--- src/verilog/swt_pkg.sv ---
// Package with constants and types of the square-wave timer block.
package swt_pkg;

  // --------------------
  // Organisation of the timer.
  // --------------------
  localparam int NUM_UNITS = 2;       // Timer units 0 and 1.
  localparam int CH_PER_UNIT = 4;     // Channels 0 to 3 in each unit.
  localparam int NUM_CH = 8;          // All channels of both units.
  localparam int CNT_W = 16;          // Counter and reload width.
  localparam int PRESCALE_MAX = 15;   // Deepest divide is two to this.
  localparam int ADDR_W = 8;          // Register port address width.
  localparam int DATA_W = 32;         // Register port data width.

  // --------------------
  // Register offsets.
  // --------------------
  localparam logic [7:0] OFF_PER_EN = 8'h00;  // Unit clock enables.
  localparam logic [7:0] OFF_START = 8'h04;   // Start triggers, running.
  localparam logic [7:0] OFF_STOP = 8'h08;    // Stop triggers.
  localparam logic [7:0] OFF_STATUS = 8'h0c;  // Sticky interrupt status.
  localparam logic [7:0] OFF_MASK = 8'h10;    // Interrupt mask.
  localparam logic [7:0] OFF_DEFLVL = 8'h14;  // Output default levels.
  localparam logic [2:0] REGION_MODE = 3'h1;  // Mode regs at 0x20.
  localparam logic [2:0] REGION_DATA = 3'h2;  // Reload data at 0x40.
  localparam logic [2:0] REGION_CNT = 3'h3;   // Counters at 0x60.

  // --------------------
  // Values after reset.
  // --------------------
  localparam logic [1:0] PER_EN_RST = 2'h0;
  localparam logic [7:0] MASK_RST = 8'h00;
  localparam logic [7:0] DEFLVL_RST = 8'h00;
  localparam logic [15:0] DATA_RST = 16'h0000;
  localparam logic [15:0] CNT_RST = 16'hffff;
  localparam logic [15:0] CNT_ZERO = 16'h0000;

  // Count clock source of a channel.
  typedef enum logic [1:0] {
    SRC_PRESCALED,
    SRC_SUBSYSTEM,
    SRC_LOW_SPEED,
    SRC_SPARE
  } swt_src_t;

  // Channel mode register layout: bit 8, bits 5:4, bits 3:0.
  typedef struct packed {
    logic start_irq_sel;   // Interrupt also when counting starts.
    logic [1:0] pad;       // Reads as zero.
    swt_src_t src;         // Count clock source.
    logic [3:0] div_sel;   // Prescaler exponent, 0 to 15.
  } swt_mode_t;

  localparam swt_mode_t MODE_RST = '{1'b0, 2'h0, SRC_PRESCALED, 4'h0};

endpackage : swt_pkg

--- src/verilog/swt_channel.sv ---
// One square-wave channel: reload counter, output and events.
`timescale 1ns/1ps
module swt_channel
  import swt_pkg::*;
(
  // Clock, reset and enables.
  input wire logic clk,
  input wire logic srst,
  input wire logic clk_en,
  input wire logic unit_en,
  // Count clock tick and software triggers.
  input wire logic count_tick,
  input wire logic start_pulse,
  input wire logic stop_pulse,
  // Configuration.
  input wire logic start_irq_sel,
  input wire logic default_level,
  input wire logic [CNT_W-1:0] reload_data,
  // State and events.
  output logic [CNT_W-1:0] counter_reg,
  output logic running_reg,
  output logic wave_reg,
  output logic period_evt_reg,
  output logic start_evt_reg
);

  // Set by a start; the next count clock loads instead of counting.
  logic load_pending_reg;

  // Run control: a stop write halts, a start write (re)starts.
  always_ff @(posedge clk)
  begin
    if (srst)
    begin
      running_reg <= 1'b0;
      load_pending_reg <= 1'b0;
      start_evt_reg <= 1'b0;
    end
    else if (clk_en)
    begin
      start_evt_reg <= start_pulse & start_irq_sel & unit_en;
      if (!unit_en)
        running_reg <= running_reg;
      else if (stop_pulse)
        running_reg <= 1'b0;
      else if (start_pulse)
      begin
        running_reg <= 1'b1;
        load_pending_reg <= 1'b1;
      end
      else if (running_reg && count_tick)
        load_pending_reg <= 1'b0;
    end
  end

  // Counter, output level and period event on each count clock.
  always_ff @(posedge clk)
  begin
    if (srst)
    begin
      counter_reg <= CNT_RST;
      wave_reg <= 1'b0;
      period_evt_reg <= 1'b0;
    end
    else if (clk_en)
    begin
      period_evt_reg <= 1'b0;
      if (unit_en && start_pulse && !stop_pulse)
        wave_reg <= default_level;
      else if (unit_en && running_reg && !stop_pulse && count_tick)
      begin
        if (load_pending_reg)
          counter_reg <= reload_data;
        else if (counter_reg == CNT_ZERO)
        begin
          counter_reg <= reload_data;
          wave_reg <= ~wave_reg;
          period_evt_reg <= 1'b1;
        end
        else
          counter_reg <= counter_reg - 1'b1;
      end
    end
  end

endmodule // swt_channel

--- src/verilog/swt_prescaler.sv ---
// Power-of-two prescaler for one timer unit.
`timescale 1ns/1ps
module swt_prescaler
  import swt_pkg::*;
(
  // Clock, reset and enables.
  input wire logic clk,
  input wire logic srst,
  input wire logic clk_en,
  input wire logic unit_en,
  // One tick per divided period, bit k for divide by two to k.
  output logic [PRESCALE_MAX:0] tick_reg
);

  // Free running divider, held at zero while the unit is gated.
  logic [PRESCALE_MAX-1:0] div_reg;
  logic [PRESCALE_MAX:0] tick_next;

  // The undivided tap fires on every clock.
  assign tick_next[0] = 1'b1;

  // Tap k fires when the low k bits of the divider are all ones.
  genvar k;
  generate
    for (k = 1; k <= PRESCALE_MAX; k++)
    begin : g_tap
      assign tick_next[k] = &div_reg[k-1:0];
    end
  endgenerate

  // Divider and tick flops; no ticks reach the unit without its enable.
  always_ff @(posedge clk)
  begin
    if (srst)
    begin
      div_reg <= '0;
      tick_reg <= '0;
    end
    else if (clk_en)
    begin
      if (unit_en)
      begin
        div_reg <= div_reg + 1'b1;
        tick_reg <= tick_next;
      end
      else
      begin
        div_reg <= '0;
        tick_reg <= '0;
      end
    end
  end

endmodule // swt_prescaler

--- src/verilog/swt_timer.sv ---
// Top of the square-wave timer: registers, clocks and eight channels.
//
// Functional notes
// - Unit runs only with its enable bit set.
// - Count clock is system clock over two-to-k.
// - Subsystem, low-speed clocks only for channel 1.
// - Counter decrements, reloads after reaching zero.
// - Output inverts on count after zero.
// - Start trigger bit one begins counting.
// - Stop trigger halts; start zero does not.
// - Interrupt with reload and output inversion.
// - Optional interrupt when counting starts.
// - Counter readable, set only via reload data.
// - Output level before first inversion selectable.
// - Two units of four independent channels.

`timescale 1ns/1ps
module swt_timer
  import swt_pkg::*;
(
  // Clock, reset and clock enable.
  input wire logic clk,
  input wire logic srst,
  input wire logic clk_en,

  // Register port.
  input wire logic [ADDR_W-1:0] addr,
  input wire logic [DATA_W-1:0] wdata,
  input wire logic wr_en,
  input wire logic rd_en,
  output logic [DATA_W-1:0] rdata,

  // Alternative count clocks from outside this clock domain.
  input wire logic subsystem_clock,
  input wire logic low_speed_internal_clock,

  // Square-wave outputs, one per channel, unit 1 in the upper half.
  output logic [NUM_CH-1:0] channel_wave_output,

  // Level interrupt.
  output logic irq
);

  // --------------------
  // Register state.
  // --------------------
  logic [NUM_UNITS-1:0] peripheral_enable_reg; // Unit clock enables.
  logic [NUM_CH-1:0] status_reg;     // Sticky interrupt flags.
  logic [NUM_CH-1:0] mask_reg;       // One enables the flag onto irq.
  logic [NUM_CH-1:0] deflvl_reg;     // Output level after a start.

  logic [NUM_CH-1:0] start_pulse_reg; // One-cycle start triggers.
  logic [NUM_CH-1:0] stop_pulse_reg;  // One-cycle stop triggers.
  logic [DATA_W-1:0] rdata_reg;      // Read data, one cycle late.
  logic irq_reg;                     // Registered interrupt.

  // Per-channel configuration, one word each.
  swt_mode_t channel_mode_reg [NUM_CH];
  logic [CNT_W-1:0] channel_reload_data [NUM_CH];

  // --------------------
  // Channel state seen by the register port.
  // --------------------
  logic [CNT_W-1:0] channel_counter [NUM_CH];
  logic [NUM_CH-1:0] running;
  logic [NUM_CH-1:0] wave;
  logic [NUM_CH-1:0] period_evt;
  logic [NUM_CH-1:0] start_evt;

  logic [NUM_CH-1:0] chan_unit_en;   // Enable of each channel's unit.

  // Write decode helpers.
  logic [2:0] region;                // Which register array is hit.
  logic [2:0] ch_idx;                // Channel index within an array.
  logic [NUM_CH-1:0] unit_mask;      // Channels of enabled units.
  logic [NUM_CH-1:0] status_clr;     // Write-one-to-clear bits.

  // Array entries sit four bytes apart, region first.
  assign region = addr[7:5];
  assign ch_idx = addr[4:2];

  // --------------------
  // Unit enables and prescalers.
  // --------------------
  // Bit k of a unit ticks every two to k clocks.
  logic [PRESCALE_MAX:0] unit_tick [NUM_UNITS];

  // Unit enable register; triggers and channel writes of a disabled
  // unit are ignored, so a gated unit really stands still.
  always_ff @(posedge clk)
  begin
    if (srst)
      peripheral_enable_reg <= PER_EN_RST;
    else if (clk_en && wr_en && addr == OFF_PER_EN)
      peripheral_enable_reg <= wdata[NUM_UNITS-1:0];
  end

  // Each channel inherits the enable of its own unit.
  assign chan_unit_en = {{CH_PER_UNIT{peripheral_enable_reg[1]}},
                         {CH_PER_UNIT{peripheral_enable_reg[0]}}};
  assign unit_mask = chan_unit_en;

  genvar u;
  generate
    for (u = 0; u < NUM_UNITS; u++)
    begin : g_unit
      // One shared prescaler per unit keeps channels phase aligned.
      swt_prescaler u_prescaler (
        .clk(clk),
        .srst(srst),
        .clk_en(clk_en),
        .unit_en(peripheral_enable_reg[u]),
        .tick_reg(unit_tick[u])
      );
    end
  endgenerate

  // --------------------
  // Synchronisers for the outside count clocks.
  // --------------------
  // Bit 0 is the first flop; only bit 1 reads it. Edges are taken
  // between bits 1 and 2. These clocks must run well below clk/2,
  // otherwise edges are lost in the crossing.
  logic [2:0] sub_sync_reg;
  logic [2:0] lsi_sync_reg;
  logic sub_tick;
  logic lsi_tick;

  // Two-stage synchronisers plus one edge-history stage.
  always_ff @(posedge clk)
  begin
    if (srst)
    begin
      sub_sync_reg <= 3'h0;
      lsi_sync_reg <= 3'h0;
    end
    else if (clk_en)
    begin
      sub_sync_reg <= {sub_sync_reg[1:0], subsystem_clock};
      lsi_sync_reg <= {lsi_sync_reg[1:0], low_speed_internal_clock};
    end
  end

  // Rising edges of the synchronised clocks act as count ticks.
  assign sub_tick = sub_sync_reg[1] & ~sub_sync_reg[2];
  assign lsi_tick = lsi_sync_reg[1] & ~lsi_sync_reg[2];

  // --------------------
  // Triggers.
  // --------------------
  // Start and stop writes become one-cycle pulses per channel; a zero
  // bit leaves its channel alone, so a zero start never stops one.
  always_ff @(posedge clk)
  begin
    if (srst)
    begin
      start_pulse_reg <= '0;
      stop_pulse_reg <= '0;
    end
    else if (clk_en)
    begin
      start_pulse_reg <= '0;
      stop_pulse_reg <= '0;
      if (wr_en && addr == OFF_START)
        start_pulse_reg <= wdata[NUM_CH-1:0] & unit_mask;
      if (wr_en && addr == OFF_STOP)
        stop_pulse_reg <= wdata[NUM_CH-1:0] & unit_mask;
    end
  end

  // --------------------
  // Mask and default level registers.
  // --------------------
  // Mask and default output levels are plain read/write bits.
  always_ff @(posedge clk)
  begin
    if (srst)
    begin
      mask_reg <= MASK_RST;
      deflvl_reg <= DEFLVL_RST;
    end
    else if (clk_en && wr_en)
    begin
      if (addr == OFF_MASK)
        mask_reg <= wdata[NUM_CH-1:0];
      if (addr == OFF_DEFLVL)
        deflvl_reg <= wdata[NUM_CH-1:0];
    end
  end

  // --------------------
  // Channels.
  // --------------------
  genvar c;
  generate
    for (c = 0; c < NUM_CH; c++)
    begin : g_ch
      logic count_tick; // Selected count clock of this channel.
      logic hit;        // Register write addresses this channel.

      // A gated unit drops writes to its channels.
      assign hit = wr_en && ch_idx == 3'(c) &&
                   chan_unit_en[c];

      // Mode and reload data of this channel. The counter itself has
      // no write path; software sets it only through the reload data.
      always_ff @(posedge clk)
      begin
        if (srst)
        begin
          channel_mode_reg[c] <= MODE_RST;
          channel_reload_data[c] <= DATA_RST;
        end
        else if (clk_en && hit)
        begin
          if (region == REGION_MODE)
          begin
            channel_mode_reg[c].start_irq_sel <= wdata[8];
            channel_mode_reg[c].pad <= 2'h0;
            channel_mode_reg[c].src <= swt_src_t'(wdata[5:4]);
            channel_mode_reg[c].div_sel <= wdata[3:0];
          end
          if (region == REGION_DATA)
            channel_reload_data[c] <= wdata[CNT_W-1:0];
        end
      end

      // Count clock choice. Only channel 1 of a unit may take the
      // subsystem or low-speed clock; elsewhere the source field is
      // ignored and the prescaler is used.
      if (c % CH_PER_UNIT == 1)
      begin : g_alt_src
        always_comb
        begin
          case (channel_mode_reg[c].src)
            SRC_SUBSYSTEM:
              count_tick = sub_tick & chan_unit_en[c];
            SRC_LOW_SPEED:
              count_tick = lsi_tick & chan_unit_en[c];
            default:
              count_tick =
                unit_tick[c / CH_PER_UNIT][channel_mode_reg[c].div_sel];
          endcase
        end
      end
      else
      begin : g_pre_src
        assign count_tick =
          unit_tick[c / CH_PER_UNIT][channel_mode_reg[c].div_sel];
      end

      // One independent channel with its own state.
      swt_channel u_channel (
        .clk(clk),
        .srst(srst),
        .clk_en(clk_en),
        .unit_en(chan_unit_en[c]),
        .count_tick(count_tick),
        .start_pulse(start_pulse_reg[c]),
        .stop_pulse(stop_pulse_reg[c]),
        .start_irq_sel(channel_mode_reg[c].start_irq_sel),
        .default_level(deflvl_reg[c]),
        .reload_data(channel_reload_data[c]),
        .counter_reg(channel_counter[c]),
        .running_reg(running[c]),
        .wave_reg(wave[c]),
        .period_evt_reg(period_evt[c]),
        .start_evt_reg(start_evt[c])
      );
    end
  endgenerate

  // The wave flops sit in the channels, so the pins are registered.
  assign channel_wave_output = wave;

  // --------------------
  // Interrupts.
  // --------------------
  assign status_clr = (wr_en && addr == OFF_STATUS) ?
                      wdata[NUM_CH-1:0] : '0;

  // Sticky flags; an event in the clearing cycle survives the clear.
  always_ff @(posedge clk)
  begin
    if (srst)
      status_reg <= '0;
    else if (clk_en)
      status_reg <= (status_reg & ~status_clr) |
                    period_evt | start_evt;
  end

  // The interrupt line is registered so it comes from a flop.
  always_ff @(posedge clk)
  begin
    if (srst)
      irq_reg <= 1'b0;
    else if (clk_en)
      irq_reg <= |(status_reg & mask_reg);
  end

  assign irq = irq_reg;

  // --------------------
  // Read port.
  // --------------------
  logic [DATA_W-1:0] rd_mux;

  // Read multiplexer; unmapped addresses read as zero.
  always_comb
  begin
    rd_mux = '0;
    case (addr)
      OFF_PER_EN:
        rd_mux[NUM_UNITS-1:0] = peripheral_enable_reg;
      OFF_START:
        rd_mux[NUM_CH-1:0] = running;
      OFF_STATUS:
        rd_mux[NUM_CH-1:0] = status_reg;
      OFF_MASK:
        rd_mux[NUM_CH-1:0] = mask_reg;
      OFF_DEFLVL:
        rd_mux[NUM_CH-1:0] = deflvl_reg;
      default:
      begin
        if (region == REGION_MODE && addr[1:0] == 2'h0)
          rd_mux[8:0] = channel_mode_reg[ch_idx];
        else if (region == REGION_DATA && addr[1:0] == 2'h0)
          rd_mux[CNT_W-1:0] = channel_reload_data[ch_idx];
        else if (region == REGION_CNT && addr[1:0] == 2'h0)
          rd_mux[CNT_W-1:0] = channel_counter[ch_idx];
      end
    endcase
  end

  // Read data stands in the cycle after the strobe only.
  always_ff @(posedge clk)
  begin
    if (srst)
      rdata_reg <= '0;
    else if (clk_en)
      rdata_reg <= rd_en ? rd_mux : '0;
  end

  assign rdata = rdata_reg;

endmodule // swt_timer
--- config.mk ---
export PLATFORM = sky130hd
export DESIGN_NAME = swt_timer
export DESIGN_NICKNAME = d
export VERILOG_FILES = /design/src/verilog/swt_pkg.sv /design/src/verilog/swt_channel.sv /design/src/verilog/swt_prescaler.sv /design/src/verilog/swt_timer.sv
export SDC_FILE = /design/constraint.sdc
export NUM_CORES = 1
export LEC_CHECK = 0
export ABC_AREA = 1
export BUFFER_PORTS_ARGS = -buffer_cell sky130_fd_sc_hd__buf_2
export CORE_MARGIN = 2
export CORE_UTILIZATION = 50
export DETAILED_ROUTE_END_ITERATION = 8
export HOLD_SLACK_MARGIN = 0.08
export PLACE_DENSITY_LB_ADDON = 0.2
export SYNTH_ARGS = -nofsm -noshare
export SYNTH_HDL_FRONTEND = slang
export SYNTH_SLANG_ARGS = --single-unit
--- constraint.sdc ---
create_clock -name clk -period 5.35 [get_ports clk]
set_input_delay 0.8025 -clock clk [delete_from_list [all_inputs] [get_ports clk]]
set_output_delay 0.8025 -clock clk [all_outputs]
set_load 0.01 [all_outputs]
==> impl_metrics.toml, run 1 <==
[global_routing]
grt_max_degree = 133
grtUsageTotal = 0.317
grt_pass1_vias = 23394
antenna_found_initial = 2
grt_overflow_total = 0
grt_pass1_wl_mm = 138

[yosys]
synth_fa_ha_area_frac = 0.0120
synth_cell_type_count = 52
synth_seq_cells = 479
avgSynthCellArea_um2 = 6.98
synth-xor-area-share = 0.0248
synth_simple_gate_area_share = 0.344
synth-main-ff-cell = "dfxtp_1"
synth_top_family_by_area = "simple AND/OR/NAND/NOR gates"
yosysSeqAreaShare = 0.421
synthCells = 3891
async_reset_ff_frac = 0
synth.cell_area_um2 = 27200
synth-compound-area-share = 0.109
ys_warn_count = 0
synth_edf_count = 184
muxShareOfSynthArea = 0.000369

[clocking]
cts_num_sinks = 479
cts_resized = 0
cts_made_buffers = 53
htreeDepth = 2
cts_tree = "built"
insertion_delay_ns = 0.63
path_clk_slew_ns = 0.06
clockBufferDepth = 3
cts_hold_buf = 0
cts-root-buf = "clkbuf_16"
postCtsSetupRepairBufs = 0

[routing]
drt-pass1-iter-count = 6
wirelength_mm = 90.5
wl_per_cell_um = 19.8
vias = 26207
vias_per_cell = 5.73
drc = 0
drtIter0Drc = 3269
ant_nets = 0

[die]
die_h_um = 237
die_width_um = 237
ioPinCount = 88
dieArea_um2 = 56200
core_area_um2 = 53800
rows = 85
start_util = 0.505

[power_and_ir_drop]
power_density_nw_per_um2 = 287
p_switching_uw = 2080
ir_drop_mv = 0.266
pwr-share-comb = 0.062
switching_share = 0.247
p_int_uw = 6350
leakage_uw = 0.0124
p_seq_frac = 0.460
p_clk_frac = 0.478

[timing]
finalHoldViolCount = 0
min_period_over_period = 0.597
final.setup_skew_ns = 0.0264
finalMaxSlewViolations = 0
setup_viol = 0
final.setup.worst_slack_ns = 2.15
tightest_slew_ns = 1.15
clock.fmax_ghz = 0.313
final.setup.tns_ns = 0
rsz0062_at_grt = "false"
period_minus_slack_ns = 3.20
slew_headroom = 0.231

[placement]
dpl_cell_area_um2 = 27500
gp_congestion = 0.973
dp_cells = 4475
place_worst_setup_slack_ns = 1.70
port_buffers = 55
dp_hpwl_mm = 63.2

[worst_setup_path]
critPathMaxFanout = 38
crit_chain = "buf_2 -> inv_2 -> nor2_4 -> buf_4 -> a21oi_1 -> nand4_1 -> nand3_1 -> nand3_1 -> nand3_1 -> a21oi_1"
slowest_delay_ns = 0.78
rrSetupSlack_ns = 2.36
start_kind = "input pin"
cp_slowest_cell = "nor2_4"
cp-end-kind = "flop"
arrival_ns = 3.75
crit_top_cell = "nand3_1"
cp.required_ns = 5.90
worstSetupPathType = "in2reg"

[cells_and_area]
stdcell_count = 4575
regArea_um2 = 11400
area_delta_synth_final_pct = 8.39
multi_input_area_um2 = 13400
diodes = 0
nets = 3907
drive_above_1_share = 0.0608
fillers = 5293
final_area_um2 = 29400

[min_path]
min_path_type = "in2reg"

[job]
maxCapViolations = 0

[status]
status = "completed"
[critical path, delay by kind of cell]
kind,cells,cell delay (ns)
AND/OR/NAND/NOR,5,1.48
buffers and inverters,3,1.15
AO/OA/AOI/OAI,2,0.29
[power groups by stage]
stage          logic, uW  registers (uW)  clock network, uW
3_3_place_gp         502            3950                  0
3_5_place_dp         502            3960                  0
4_1_cts              505            3880               4050
6_report             524            3880               4030
5_1_grt              551            3880               4200
2_1_floorplan        328            3930                  0
[layout by cell type (no fill, tap or decap), drive strengths merged, types with 33 or more instances in the layout]
master,netlist,layout
clkbuf,88,68
nand3,446,446
edfxtp,184,184
nand2,1066,1066
o21ai,165,165
nand4,73,73
inv,348,349
dfxtp,295,295
a21oi,267,267
buf,121,82
nor3,35,35
xor2,45,45
nor2,551,551
o211ai,33,33
[final cells by class]
type | instances | share of cell area
Multi-Input combinational cell | 2858 | 0.454
Sequential cell | 479 | 0.388
Clock buffer | 68 | 0.0494
Inverter | 360 | 0.0462
Tap cell | 696 | 0.0296
Timing Repair Buffer | 82 | 0.0169
Clock inverter | 32 | 0.0152
[per-stage QoR]
stage / power (uW) / utilization / hold slack, ns
CTS: 8430 / 0.547 / 0.388
floorplan: 4260 / - / 0.439
global placement: 4460 / 0.512 / 0.449
global route: 8630 / 0.547 / 0.430
finish: 8430 / 0.547 / 0.409
detailed placement: 4460 / 0.512 / 0.453
[cell usage after synthesis (all sizes together) (2+ instances only)]
cell type / count / area (um^2)
xnor2: 32 / 280
o21a: 10 / 75.1
nand3: 446 / 2270
nor2: 551 / 2130
a22o: 2 / 17.5
edfxtp: 184 / 5530
nand4: 73 / 488
a31oi: 6 / 37.5
o21bai: 2 / 15.0
inv: 348 / 1310
buf: 121 / 724
o211ai: 33 / 248
o22ai: 2 / 12.5
dfxtp: 295 / 5910
clkbuf: 88 / 332
xor2: 45 / 394
nor3b: 2 / 15.0
nand2: 1066 / 4020
or2: 17 / 106
nor4: 4 / 46.3
a22oi: 24 / 180
a221oi: 9 / 78.8
nor3: 35 / 213
a211oi: 5 / 37.5
a21oi: 267 / 1340
clkinv: 12 / 45.0
o21ai: 165 / 826
ha: 26 / 325
nand3b: 7 / 52.6
o2111ai: 9 / 78.8
[worst paths after layout]
kind                                          from                               end  cells past startpoint
hold / removal            low_speed_internal_clock                   lsi_sync_reg[0]                      3
hold reg to reg    g_ch[5].u_channel.start_evt_reg   g_ch[5].u_channel.start_evt_reg                      2
setup / recovery                           addr[3]                          rdata[8]                     10
setup reg to reg  g_ch[5].u_channel.counter_reg[9]  g_ch[5].u_channel.counter_reg[5]                      9
[per-layer routing]
metal,vias to the layer above,track usage,part of all wire
met3,215,0.0554,0.11
met1,12061,0.457,0.43
met4,2,0.121,0.040
li1,12612,-,-
met2,1317,0.472,0.43
met5,-,0,0.00014
[cell families after synthesis]
family,Yosys count
simple gates,2202
compound gates,536
xor+xnor,77
buf+inv,569
mux,1
flops,479
fa+ha+maj,26
other cells,1
Power figures use the tool's default switching activity.
==> inputs of run 2 (changes only) <==
--- a/config.mk
+++ b/config.mk
@@ -5,7 +5,7 @@
 export SDC_FILE = /design/constraint.sdc
 export NUM_CORES = 1
 export LEC_CHECK = 0
-export ABC_AREA = 1
+export ABC_AREA = 0
 export BUFFER_PORTS_ARGS = -buffer_cell sky130_fd_sc_hd__buf_2
 export CORE_MARGIN = 2
 export CORE_UTILIZATION = 50
==> constraint.sdc (replaced) <==
create_clock -name clk -period 2.7 [get_ports clk]
set_input_delay 0.405 -clock clk [delete_from_list [all_inputs] [get_ports clk]]
set_output_delay 0.405 -clock clk [all_outputs]
set_load 0.01 [all_outputs]
==> impl_metrics.toml, run 2 <==
[yosys]
synthCells = 2708
synth_cell_type_count = 80
ys_warn_count = 0
yosys-top-cells-count = "295 x dfxtp_1, 295 x nor2_1, 219 x nand2_1, 203 x and2_1, 185 x o21ai_0"
yosysSeqAreaShare = 0.438
avgSynthCellArea_um2 = 9.65
async_reset_ff_frac = 0
synth_area_leaders = "dfxtp_1 23%, edfxtp_1 21%, mux4_2 8.6%"
synth_edf_count = 184
synth-main-ff-cell = "dfxtp_1"
synth.top_cell.area_share = 0.226
synth.cell_area_um2 = 26100
synth_area_leader_cell = "dfxtp_1"
synth_seq_cells = 479

[cells_and_area]
fillers = 4514
diodes = 0
mostFrequentLayoutCells = "295 x dfxtp_1, 293 x nor2_1, 219 x nand2_1"
nets = 2862
stdcell_count = 3513
drive_above_1_share = 0.170
area_delta_synth_final_pct = 14.1
final_common_cell = "dfxtp_1"

[die]
dieArea_um2 = 54100
die_width_um = 233
die_h_um = 233
core_area_um2 = 51500
ioPinCount = 88
start_util = 0.507
rows = 83

[clocking]
insertion_delay_ns = 0.62
path_clk_slew_ns = 0.06
cts_tree = "built"
cts-root-buf = "clkbuf_16"
cts_num_sinks = 479
cts_made_buffers = 53
clockBufferDepth = 3
htreeDepth = 2

[worst_setup_path]
arrival_ns = 3.13
slowest_delay_ns = 0.52
start_kind = "flop"
critPathMaxFanout = 16
crit_top_cell = "mux4_2"
reg2reg_depth = 7
worstSetupPathType = "reg2reg"
cp-end-kind = "flop"
cp_slowest_cell = "nor2_4"
cp.required_ns = 3.20
crit_chain = "buf_4 -> mux4_2 -> mux4_2 -> nand3_1 -> nor2_4 -> o21ai_0 -> a221o_1"

[timing]
tightest_slew_ns = 1.27
slew_headroom = 0.148
final.setup.tns_ns = 0
setup_viol = 0
final.setup.worst_slack_ns = 0.0651
rsz0062_at_grt = "true"
period_minus_slack_ns = 2.63
fin_hold_ws_ns = 0.209
finalHoldViolCount = 0
clock.fmax_ghz = 0.380
min_period_over_period = 0.976
finalMaxSlewViolations = 0
final.setup_skew_ns = 0.0174

[placement]
gp_congestion = 0.974
place_worst_setup_slack_ns = -0.332
port_buffers = 55
dp_cells = 3404
dp_hpwl_mm = 61.6

[global_routing]
grt_overflow_total = 0
grt_pass1_wl_mm = 128
grt.busiest_layer = "met2"
grt_use_met1 = 0.424
grtUsageMet3 = 0.0499
grt_pass1_vias = 21112
grt_max_degree = 141
antenna_found_initial = 1
gr-usage-met2 = 0.496
grtUsageTotal = 0.312

[routing]
wl_per_cell_um = 24.5
drtIter0Drc = 2742
ant_nets = 0
drc = 0
vias = 22718
drt-pass1-iter-count = 7
vias_per_cell = 6.47
wirelength_mm = 86.0

[job]
maxCapViolations = 0

[min_path]
min_path_type = "in2reg"
whs_path_depth = 2

[power_and_ir_drop]
finalPower_uw = 16300
power_density_nw_per_um2 = 547
leakage_uw = 0.0110
ir_drop_mv = 0.544

[status]
status = "completed"
run 2: cell types whose count changed after synthesis, moves of 45 or more:
cell / change
clkbuf_1: +62
inv_1: -303
nand3_1: -372
xor2_1: -45
nand2_1: -841
nor2_1: -243
mux2i_1: +85
a22oi_1: +50
mux4_2: +100
and2_1: +203
a21oi_1: -130
run 2: report_power, final:
group          total [uW]  internal (uW)  switching, uW
Sequential           7710           7590            118
Combinational         804            285            519
Clock                7800           4630           3170
run 2: path summary, 6_finish.rpt:
path                                        to  slack, ns                       startpoint
min                 channel_reload_data[3][10]       0.21                        wdata[10]
max          g_ch[7].u_channel.counter_reg[11]       0.07           channel_mode_reg[7][0]
max reg2reg  g_ch[7].u_channel.counter_reg[11]       0.07           channel_mode_reg[7][0]
min reg2reg    g_ch[5].u_channel.start_evt_reg       0.46  g_ch[5].u_channel.start_evt_reg
run 2: logic make-up (layout without fill, tap and decap cells):
logic type | Yosys count | count (layout) | share of synthesized area
AOI/OAI and AO/OA | 700 | 700 | 0.176
adders and majority gates | 26 | 26 | 0.0125
buffers and inverters | 249 | 356 | 0.0411
DFF | 479 | 479 | 0.438
muxes | 217 | 217 | 0.135
other | 1 | 16 | 0.000144
and+or+nand+nor | 1036 | 1039 | 0.198
run 2: final cells by class:
type	count	area [um^2]	share of cell area
Sequential cell	479	11400	0.384
Clock inverter	34	400	0.0134
Multi-Input combinational cell	1998	13800	0.462
Tap cell	680	851	0.0285
Timing Repair Buffer	223	1760	0.0589
Clock buffer	65	1460	0.0491
Inverter	34	129	0.00432
run 2: timing repair:
action	4_1_cts	5_1_grt
hold endpoints to repair	2	0
hold buffers	2	0
cloned	0	3
endpoints found under the setup margin	26	34
gates resized for setup	2	7
buffers inserted	0	5
pin swaps	0	3
run 2: critical path, delay by kind of cell, from the launching register on:
| kind | cells | cell delay (ns) |
|---|---|---|
| buffers and inverters | 1 | 0.16 |
| multiplexers | 2 | 0.62 |
| flip-flops | 1 | 0.39 |
| AND/OR/NAND/NOR | 2 | 0.81 |
| AO/OA/AOI/OAI | 2 | 0.54 |
run 2: through the flow:
| stage | util | cell area, um^2 |
|---|---|---|
| 6_report | 0.579 | 29800 |
| 5_1_grt | 0.579 | 29800 |
| 4_1_cts | 0.577 | 29700 |
| 3_5_place_dp | 0.540 | 27800 |
| 3_3_place_gp | 0.540 | 27800 |
| 2_1_floorplan | - | 26200 |
run 2: metal layers:
layer / wire length, um / up-vias
met5: 0 / -
li1: - / 10282
met1: 35300 / 11136
met2: 39500 / 1127
met3: 7430 / 173
met4: 3740 / 0
